## config.mk

```make
export PLATFORM = sky130hd
export DESIGN_NAME = uart_interrupt_control
export DESIGN_NICKNAME = d
export VERILOG_FILES = /design/src/inc/uart_irq_pkg.sv /design/src/rtl/uart_interrupt_control.sv
export VERILOG_INCLUDE_DIRS = /design/src /design/src/inc
export SDC_FILE = /design/constraint.sdc
export NUM_CORES = 1
export LEC_CHECK = 0
export BUFFER_PORTS_ARGS = -buffer_cell sky130_fd_sc_hd__buf_2
export CAP_MARGIN = 20
export CORE_MARGIN = 4
export CORE_UTILIZATION = 49
export CTS_BUF_LIST = sky130_fd_sc_hd__clkbuf_16
export DETAILED_ROUTE_END_ITERATION = 12
export PLACE_DENSITY = 0.93
export RECOVER_POWER = 25
export SLEW_MARGIN = 10
export SYNTH_ARGS = -nofsm -noshare
export SYNTH_HDL_FRONTEND = slang
export SYNTH_SLANG_ARGS = --single-unit
```

## constraint.sdc

```tcl
create_clock -name pclk -period 5.5 [get_ports pclk]
set_clock_uncertainty 0.05 [all_clocks]
set_input_delay 1.1 -clock pclk [delete_from_list [all_inputs] [get_ports pclk]]
set_output_delay 1.1 -clock pclk [all_outputs]
set_load 0.01 [all_outputs]
```

## src/inc/uart_irq_cfg.svh

```systemverilog
// Register offsets, field positions and reset values of the serial port interrupt control.
`ifndef UART_IRQ_CFG_SVH
`define UART_IRQ_CFG_SVH

`define UIC_OFS_LEVEL_SEL 12'h034
`define UIC_OFS_MASK 12'h038
`define UIC_OFS_RAW 12'h03C
`define UIC_OFS_MASKED 12'h040

`define UIC_TX_SEL_LSB 0
`define UIC_TX_SEL_MSB 2
`define UIC_RX_SEL_LSB 3
`define UIC_RX_SEL_MSB 5
`define UIC_LEVEL_SEL_W 6
`define UIC_LEVEL_SEL_RST 6'h12

`define UIC_BIT_CTS 1
`define UIC_BIT_RX 4
`define UIC_BIT_TX 5
`define UIC_BIT_RT 6
`define UIC_BIT_FE 7
`define UIC_BIT_PE 8
`define UIC_BIT_BE 9
`define UIC_BIT_OE 10
`define UIC_BIT_XOFF 11
`define UIC_BIT_TXFE 12

`define UIC_IRQ_W 13
`define UIC_IRQ_IMPL 13'h1FF2
`define UIC_IRQ_STICKY 13'h1FC2
`define UIC_MASK_RST 13'h0000
`define UIC_RAW_RST 13'h0000

`endif

```

## src/inc/uart_irq_pkg.sv

```systemverilog
// Types shared by the serial port interrupt control and its bench.
package uart_irq_pkg;
    typedef logic [11:0] apb_addr_t;
    typedef logic [12:0] irq_vec_t;
    typedef logic [2:0] level_code_t;
endpackage : uart_irq_pkg

```

## src/rtl/uart_interrupt_control.sv

```systemverilog
// Interrupt thresholds, mask and status registers of the serial port, behind an APB slave.
//
// The implementer's own choice: the APB register port.
`timescale 1ns/10ps
`include "uart_irq_cfg.svh"

module uart_interrupt_control #(
    parameter int FIFO_DEPTH = 64,
    parameter int FILL_W = 7
) (
    input wire logic pclk, // APB clock, 200 MHz.
    input wire logic presetn, // Asynchronous reset, active low.
    input wire logic psel, // APB select.
    input wire logic penable, // APB enable.
    input wire logic pwrite, // APB direction, high for write.
    input wire uart_irq_pkg::apb_addr_t paddr, // APB byte address.
    input wire logic [31:0] pwdata, // APB write data.
    output logic [31:0] prdata, // APB read data.
    output logic pready, // APB ready.
    output logic pslverr, // APB error on unmapped address.
    input wire logic [FILL_W-1:0] tx_fill, // Words held in the transmit FIFO.
    input wire logic [FILL_W-1:0] rx_fill, // Words held in the receive FIFO.
    input wire uart_irq_pkg::irq_vec_t event_set, // Event pulses from the serial core.
    input wire uart_irq_pkg::irq_vec_t event_clear, // Clear pulses from the clear register.
    output logic irq // Port interrupt, high while an enabled source is pending.
);
    import uart_irq_pkg::*;

    logic [`UIC_LEVEL_SEL_W-1:0] level_sel;
    irq_vec_t mask;
    irq_vec_t raw;

    // Trigger count for a threshold code; codes 6 and 7 both give three quarters.
    function automatic logic [FILL_W-1:0] level_of(input level_code_t code);
        int v;
        case (code)
            3'h0: v = FIFO_DEPTH / 64;
            3'h1: v = FIFO_DEPTH / 32;
            3'h2: v = FIFO_DEPTH / 16;
            3'h3: v = FIFO_DEPTH / 8;
            3'h4: v = FIFO_DEPTH / 4;
            3'h5: v = FIFO_DEPTH / 2;
            default: v = (FIFO_DEPTH * 3) / 4;
        endcase
        if (v < 1) begin
            v = 1;
        end
        return FILL_W'(v);
    endfunction : level_of

    // APB phase and address decode.
    wire setup = psel & ~penable;
    wire wr_done = psel & penable & pready & pwrite;
    wire hit_level = (paddr == `UIC_OFS_LEVEL_SEL);
    wire hit_mask = (paddr == `UIC_OFS_MASK);
    wire hit_raw = (paddr == `UIC_OFS_RAW);
    wire hit_masked = (paddr == `UIC_OFS_MASKED);
    wire mapped = hit_level | hit_mask | hit_raw | hit_masked;

    // Threshold comparison against the selected ladder step.
    wire level_code_t tx_sel = level_sel[`UIC_TX_SEL_MSB:`UIC_TX_SEL_LSB];
    wire level_code_t rx_sel = level_sel[`UIC_RX_SEL_MSB:`UIC_RX_SEL_LSB];
    wire [FILL_W-1:0] tx_space = FILL_W'(FIFO_DEPTH) - tx_fill;
    wire tx_hit = (tx_space >= level_of(tx_sel));
    wire rx_hit = (rx_fill >= level_of(rx_sel));

    // Next register values; an event in the cycle of its clear keeps the bit set.
    wire [`UIC_LEVEL_SEL_W-1:0] next_level_sel =
        (wr_done & hit_level) ? pwdata[`UIC_LEVEL_SEL_W-1:0] : level_sel;
    wire irq_vec_t next_mask =
        (wr_done & hit_mask) ? (pwdata[`UIC_IRQ_W-1:0] & `UIC_IRQ_IMPL) : mask;
    wire irq_vec_t sticky = ((raw & ~event_clear) | event_set) & `UIC_IRQ_STICKY;
    wire irq_vec_t level_bits = irq_vec_t'({rx_hit, 4'h0}) | irq_vec_t'({tx_hit, 5'h00});
    wire irq_vec_t next_raw = sticky | level_bits;
    wire irq_vec_t masked = raw & mask;

    wire [31:0] rd_word =
        hit_level ? {26'h0, level_sel} :
        hit_mask ? {19'h0, mask} :
        hit_raw ? {19'h0, raw} :
        hit_masked ? {19'h0, masked} :
        32'h0000_0000;

    always_ff @(posedge pclk or negedge presetn) begin
        if (!presetn) begin
            level_sel <= `UIC_LEVEL_SEL_RST;
            mask <= `UIC_MASK_RST;
            raw <= `UIC_RAW_RST;
            irq <= 1'b0;
        end else begin
            level_sel <= next_level_sel;
            mask <= next_mask;
            raw <= next_raw;
            irq <= |(next_raw & next_mask);
        end
    end

    // One access cycle: ready rises in the first access phase cycle.
    always_ff @(posedge pclk or negedge presetn) begin
        if (!presetn) begin
            prdata <= 32'h0000_0000;
            pready <= 1'b0;
            pslverr <= 1'b0;
        end else begin
            prdata <= (setup & ~pwrite) ? rd_word : 32'h0000_0000;
            pready <= setup;
            pslverr <= setup & ~mapped;
        end
    end
endmodule : uart_interrupt_control
```

==> reports/results.txt, run 1 <==
STA puts the critical path data required time at 5.61 ns. The number of setup buffers added after CTS is 0. The fraction of registers with async set/reset is 1.00. The tools report the number of unique standard cell types used by synthesis as 41. After technology mapping, the gate count stands at 232.

Setup violations remaining at the end of the flow were counted as 0. The proportion of layout cells with a drive suffix above 1 was 0.341. The final reports fail on max-capacitance violations, max-slew violations. The highest achievable clock rate was 0.314 GHz; the final critical-path required period was 3.18 ns. For this design the total switching power over the nets is 156 uW.

Dividing the detail-routed wire length by the instance count gives 15.6 um. Yosys attributes the largest share of cell area to dfrtp_1, ha_1, mux2_2. The finished cells cover 2930 um^2.

In this run the worst path has a maximum fanout of 11. The pre-CTS setup slack is 2.03 ns, and the complex-gate fraction of the synthesized area is 0.146. IR analysis of the VDD net gives a maximum drop of 0.000131 V. The arithmetic-cell share of the synthesized area counting full adders, half adders and majority gates is 0.0678. After detailed routing, the total wire length is 5.90 mm. The clock-pin slew reported for the worst setup and hold paths after clock tree synthesis is 0.06 ns, and the hold buffer count at cts is 0. For the first-pass GRT wire length, the log shows 9.42 mm.

The area growth from synthesis to layout is 22.2%. Yosys mapped a number of flops with a built-in enable equal to 0. The worst setup path is captured at a register. The worst hold path belongs to the class register to register. The net switching share of the total power was 0.219. TritonCTS built the clock tree.

Leaving out fill and tap cells, the most frequent cells in the layout are buf_2, dfrtp_1, conb_1. The biggest area contributor in the post-synthesis netlist is dfrtp_1. The total via count after detailed routing came out at 2,041.

The most common cell after layout, fill and taps aside is buf_2. The combinational power share was 0.101; the count of H-tree levels built during CTS was 2. Buffers inserted during clock tree synthesis total 5. The floorplan step set the die height to 77.9 um. The share of the core filled with cells in the final layout was 0.620; the fraction of the yosys area taken by sequential cells was 0.439.

Hold is met by 0.499 ns. The via count of the first global-routing pass came out at 2,108. In the synthesized netlist the dominant register cell turns out to be dfrtp_1. In this run the core area contains 25 standard-cell rows.

The number of resized instances in the post-cts repair step is 0. The flow ran to the end, but the final reports show violations. The area share of the leading cell type in the synthesized netlist was 0.418; the share of the synthesized netlist area taken by xor and xnor gates was 0.0183.

The count of state elements after synthesis is 42, and the number of design-rule violations left by the first detailed-router iteration is 95. The run gives 124 as the total I/O pin count. The all-layer global routing usage was 0.196; the DRC violations left was 0. For the worst setup path, the data arrival time is 3.30 ns.

For this design, the sink count on the clock tree is 42. The number of I/O port buffers came out at 75. The max-slew violation total from the final report is 43. The largest single stage delay on the critical path is 0.54 ns.

The critical path is of the primary input to register type. After legalization and detailed placement, the total HPWL measured 4.39 mm. Before antenna repair, the detailed router went through 4 iterations. The Yosys step of the flow raised 0 warnings. Counting tap cells, the placed design contains a total of 370 instances. Traced cell by cell, the critical path runs through buf_2, or4_4, or4_4, nor2_4, mux2_2, a22oi_2, nand3_2.

For the worst-skew pair, the clock arrives at the later sink with an insertion delay of 0.28 ns. At the pin with the least slew margin, the transition time is 2.17 ns. The repair_antennas step left the layout with diodes totalling 0.

Multiplexer fraction of the synthesized cell area: 0.0809. Each instance of the synthesized netlist takes up on average 10.3 um^2. The logs give 0.453 for the clock network fraction of total power and 0 for the number of nets with antenna violations after detailed routing. The routability congestion estimate is 0.811. For the number of maximum-capacitance violations, the log shows 1.

Summed over all layers, the global routing overflow is 0. The die outline area is 6080 um^2, and the power density of the placed cells is 244 nW/um^2. The setup check on the worst reg-to-reg path leaves a slack of 3.43 ns. In the post-route analysis, the smallest setup slack over all paths is 2.32 ns. Largest family of logic cells by synthesized area: simple AND/OR/NAND/NOR gates.

Summing internal, switching and leakage power gives 714 uW. The internal power of the cells totals 558 uW. In the final design database the tool counted 412 nets. The number of antenna violations at the first check in global routing came out at 0.

CTS placed an instance of clkbuf_16 at the clock tree root. The area of the core region is 4720 um^2, and the die outline width is 77.9 um. For this design the static power due to leakage is 1.47 nW.

The ratio of final minimum period to clock period is 0.579. The longest clock path from root to sink contains 2 buffers. The tools report the remaining max-slew budget at the tightest pin as -0.448.

Critical path launch point type: a primary input. Setup repair after global routing left no endpoint under its margin. The sequential share of power was 0.445; the area of the mapped netlist was 2400 um^2. The final sum of negative setup slack came out at 0 ns. The number of hold violations in the final report came out at 0. By instance count, the cell type seen most on the critical path is or4_4. The run gives 0.508 as the initial cell density of the core. After the flow finishes, the layout carries non-filler instances totaling 378. The maximum number of pins on one net before global-route repair is 43. The slowest stage of the critical path belongs to the cell or4_4. Using the TritonRoute via totals, the vias-per-cell ratio works out to 5.40.

The simple-gate area share of the yosys netlist was 0.150; the placed cell area was 2760 um^2.
synth_stat cells, types with 2 or more instances:
cell type,number
a21o_1,12
and3_1,3
xor2_1,3
nand2_1,16
xnor2_1,2
mux2_2,14
a222oi_1,2
a22oi_1,3
o21ai_0,7
clkbuf_1,3
dfrtp_1,40
or4_4,2
a21oi_1,14
nand4_1,4
o211ai_1,10
nor4_1,3
nand2b_1,4
nor2_1,8
ha_1,13
dfstp_2,2
nor3_1,6
nand3_1,6
nand3b_1,4
or3_1,2
buf_4,19
inv_1,15
flip-flops by register name (all words and copies together) (netlist names):
| register | count |
|---|---|
| level_sel | 6 |
| raw | 10 |
| pslverr | 1 |
| irq | 1 |
| prdata | 13 |
| mask | 10 |
| pready | 1 |
cells by family (layout without fill, tap and decap cells):
kind of cell / after synthesis / after routing
compound gates: 52 / 52
xor+xnor: 5 / 5
fa+ha+maj: 13 / 13
buf+inv: 38 / 99
flops: 42 / 42
mux: 17 / 17
other cells: 1 / 19
simple gates: 64 / 64
per-layer routing:
metal  share of wire  wire, um  GRT usage  vias to the layer above
met3           0.079       465     0.0534                       25
li1                -         -          -                      957
met4           0.040       236      0.108                        0
met5               0         0          0                        -
met2            0.53      3120      0.365                       97
met1            0.35      2080      0.194                      962
worst max-delay path, delay by kind of cell:
family / cells / cell delay [ns]
buffers and inverters: 1 / 0.10
muxes: 1 / 0.41
and+or+nand+nor: 4 / 1.48
AOI/OAI and AO/OA: 1 / 0.20
path summary, 6_finish.rpt:
check	start	to	depth (start not counted)
worst max-delay path	paddr[11]	irq$_DFF_PN0_	7
worst min-delay path	raw[9]$_DFF_PN0_	raw[9]$_DFF_PN0_	1
worst max register to register	level_sel[2]$_DFFE_PN0P_	irq$_DFF_PN0_	7
worst min register to register	raw[9]$_DFF_PN0_	raw[9]$_DFF_PN0_	1
max in group asynchronous	presetn	prdata[0]$_DFF_PN0_	1
min in group asynchronous	presetn	prdata[12]$_DFF_PN0_	1
power by group through the flow:
stage / clock network, mW / logic (mW) / registers (mW)
final: 0.324 / 0.0725 / 0.318
after global routing: 0.341 / 0.0823 / 0.318
after CTS: 0.327 / 0.0726 / 0.318
after detailed placement: 0 / 0.0719 / 0.323
after global placement: 0 / 0.0681 / 0.323
after floorplan: 0 / 0.0430 / 0.323
final cells by class:
class,count,area (um^2)
flip-flops and latches,42,1050
multi-input cells,170,1190
well taps,67,83.8
clock buffers,5,125
clock inverters,3,41.3
fillers,378,1790
repair buffers,76,382
inverters,15,56.3
No activity file was read; power rests on OpenSTA's default activity.
==> run 2, diff against run 1 <==
--- a/config.mk
+++ b/config.mk
@@ -9,10 +9,10 @@
 export BUFFER_PORTS_ARGS = -buffer_cell sky130_fd_sc_hd__buf_2
 export CAP_MARGIN = 20
 export CORE_MARGIN = 4
-export CORE_UTILIZATION = 49
+export CORE_UTILIZATION = 46
 export CTS_BUF_LIST = sky130_fd_sc_hd__clkbuf_16
 export DETAILED_ROUTE_END_ITERATION = 12
-export PLACE_DENSITY = 0.93
+export PLACE_DENSITY = 0.88
 export RECOVER_POWER = 25
 export SLEW_MARGIN = 10
 export SYNTH_ARGS = -nofsm -noshare
==> constraint.sdc (replaced) <==
create_clock -name pclk -period 3.15 [get_ports pclk]
set_clock_uncertainty 0.05 [all_clocks]
set_input_delay 0.63 -clock pclk [delete_from_list [all_inputs] [get_ports pclk]]
set_output_delay 0.63 -clock pclk [all_outputs]
set_load 0.01 [all_outputs]
==> run 2 against run 1 <==
Net effect: the run still ends with max-capacitance violations, max-slew violations left; worst setup slack got worse by 1.7 ns; sequential power rose by 75%; global-route usage fell by 2.4 points; utilization fell by 3.9 points; first-iteration DRC count rose by 18%; clock power rose by 69%; clock-buffer cell count did not move; routed wire length fell by 5.7%; non-clock buffer count rose by 3; critical path depth did not move; largest power group is now sequential cells; final cell count rose by 1.3%; largest cell class unchanged; power rose by 72%.
==> reports/results.txt, run 2 (synthesized netlist as in run 1, its figures left out) <==
TritonCTS built the clock tree. The flow ran to the end, but the final reports show violations. Critical path required time: 3.26 ns (was 5.61 ns). The maximum number of pins on one net before global-route repair is 43 (unchanged), and the max-slew violation total from the final report is 43 (unchanged).

The type of element capturing the critical path was a register (unchanged). Startpoint of the lowest-slack register-to-register path: level_sel[0]$_DFFE_PN0P_ (was level_sel[2]$_DFFE_PN0P_). Regs by FF count: prdata (13), mask (10), raw (10) (unchanged).

The logs give 0.616 ns (was 2.32 ns) for the final worst slack and 1050 um^2 (unchanged) for the sequential cell area. Setup repair after global routing left no endpoint under its margin. The worst min-delay path class is register to register (unchanged). The total area of multi-input combinational cells was 1190 um^2 (unchanged). The hold buffer count at cts is 0 (unchanged), and the via count of the first global-routing pass is 1,981 (was 2,108).

For the highest achievable clock rate, the log shows 0.395 GHz. For the DRC violations left, the log shows 0 (unchanged). The number of flip-flops under the largest register name was 13 (unchanged). Most frequent cells in the layout: buf_2, dfrtp_1, conb_1 (unchanged). The area growth from synthesis to layout was 23.0% (was 22.2%). The ratio of final minimum period to clock period works out to 0.804. The die outline width came out at 80.2 um (was 77.9 um). The total I/O pin count was 124 (unchanged); the post-CTS setup repair buffer count was 0 (unchanged). The number of nets with antenna violations after detailed routing came out at 0 (unchanged). The run gives 1 (unchanged) as the number of maximum-capacitance violations. The tools report the remaining max-slew budget at the tightest pin as -0.411 (was -0.448). The number of inserted diodes is 0 (unchanged), and the first-pass GRT wire length is 8.60 mm (was 9.42 mm). Placement row count: 26 (was 25).

Deepest clock path buffer count: 2 (unchanged). The die outline area is 6430 um^2 (was 6080 um^2). Violated checks: max-capacitance violations, max-slew violations (unchanged).

The run gives 2,028 (was 2,041) as the total via count after detailed routing. The number of buffers added by the clock tree synthesis step is 5 (unchanged). The power density of the placed cells was 417 nW/um^2 (was 244 nW/um^2). The final sum of negative setup slack is 0 ns (unchanged), and the number of detailed-route iterations in the first pass is 5 (was 4). Pre-CTS setup slack: 0.314 ns (was 2.03 ns). The slew of the pin with the lowest slew margin is 2.12 ns (was 2.17 ns). The proportion of layout cells with a drive suffix above 1 was 0.345 (was 0.341); the count of nets after finishing was 415 (was 412).

The register-to-register setup slack is 1.10 ns (was 3.43 ns), and the arrival time at the worst endpoint is 2.65 ns (was 3.30 ns). The number of antenna violations at the first check in global routing is 0 (unchanged). Cell at the root of the clock tree: clkbuf_16 (unchanged). The routed length per instance came out at 14.5 um (was 15.6 um). Worst supply voltage drop on vdd: 0.000253 V (was 0.000131 V). The worst path in the final design needs a cycle of 2.53 ns, including I/O delays and setup. Number of hold violations in the final report: 0 (unchanged).

Path type of the worst setup path: primary input to register (unchanged). Overall routed net length: 5.56 mm (was 5.90 mm). Most common cell after layout, fill and taps aside: buf_2 (unchanged). For the number of design-rule violations left by the first detailed-router iteration, the log shows 112 (was 95). The clock-pin slew reported for the worst setup and hold paths after clock tree synthesis came out at 0.05 ns (was 0.06 ns). For the static leakage power, the log shows 1.48 nW (was 1.47 nW). The clock latency of the later-clocked register in the worst-skew pair is 0.28 ns (about the same).

The number of sinks handled by clock tree synthesis is 42 (unchanged), and the number of endpoints failing setup at the final stage is 0 (unchanged). The number of resized instances in the post-cts repair step was 0 (unchanged). Worst setup path endpoint: irq$_DFF_PN0_ (unchanged). The worst-case reg-to-reg path depth is 8 (was 7), and the number of I/O port buffers is 75 (unchanged). The total half-perimeter wirelength after legalization and detailed placement is 4.25 mm (was 4.39 mm), and the count of H-tree levels built during CTS is 2 (unchanged).

The source of the critical timing path was paddr[11] (unchanged). The run gives 0.172 (was 0.196) as the all-layer global routing usage. Overall overflow remaining after global route: 0 (unchanged). The via density per instance came out at 5.30 (was 5.40).

The largest register by flop count was prdata (unchanged). The capture instance of the worst register-to-register path is irq$_DFF_PN0_ (unchanged). The critical path launch point type was a primary input (unchanged). The run gives 0.472 (was 0.508) as the initial cell density of the core. For the area of the core region, the log shows 5070 um^2 (was 4720 um^2). The tools report the routability congestion estimate as 0.864 (was 0.811). The count of filler cells inserted in the layout came out at 427 (was 378). The height of the die was 80.2 um (was 77.9 um); the worst-path maximum fanout was 4 (was 11).
run 2: changes by cell type in the layout (fill, tap and decap cells not counted):
cell / previous run / this run
buf_4: 1 / 4
clkinv_1: 0 / 1
clkinvlp_4: 1 / 0
inv_1: 16 / 15
run 2: worst min-delay path by stage:
stage,start,to,depth (start not counted)
4_1_cts,presetn,prdata[6]$_DFF_PN0_,1
3_3_place_gp,raw[11]$_DFF_PN0_,raw[11]$_DFF_PN0_,1
6_report,raw[11]$_DFF_PN0_,raw[11]$_DFF_PN0_,1
5_1_grt,raw[11]$_DFF_PN0_,raw[11]$_DFF_PN0_,1
2_1_floorplan,presetn,irq$_DFF_PN0_,0
3_5_place_dp,raw[11]$_DFF_PN0_,raw[11]$_DFF_PN0_,1
run 2: report_power, final:
part / internal (mW) / switching (mW) / leakage [nW]
sequential: 0.550 / 0.00561 / 0.543
clock: 0.366 / 0.183 / 0.0773
combinational: 0.0548 / 0.0714 / 0.862
run 2: cell type report:
class / instances / share of cell area
clock buffers: 5 / 0.0424
clock inverters: 2 / 0.0115
inverters: 15 / 0.0191
multi-input cells: 170 / 0.403
flip-flops and latches: 42 / 0.357
well taps: 70 / 0.0297
repair buffers: 79 / 0.137
run 2: per-stage QoR:
step	hold WS [ns]	cell area [um^2]	std cells	power (mW)	util
2_1_floorplan	0.284	2460	250	0.639	-
5_1_grt	0.510	2950	383	1.28	0.581
6_report	0.481	2950	383	1.23	0.581
4_1_cts	0.443	2950	383	1.24	0.581
3_3_place_gp	0.464	2790	376	0.684	0.550
3_5_place_dp	0.469	2790	376	0.690	0.550
run 2: layer usage:
metal,vias to the layer above,global-route usage,routed length (um)
met5,-,0,0
met4,0,0.0726,195
met3,19,0.0359,379
met2,90,0.315,2900
met1,959,0.192,2080
li1,960,-,-
run 2: worst max-delay path, cell delays in order:
cell and delay (ns):
buf_2 0.11, or4_4 0.55, or4_4 0.51, nor2_4 0.20, mux2_2 0.38, a22oi_2 0.19, nand3_2 0.08
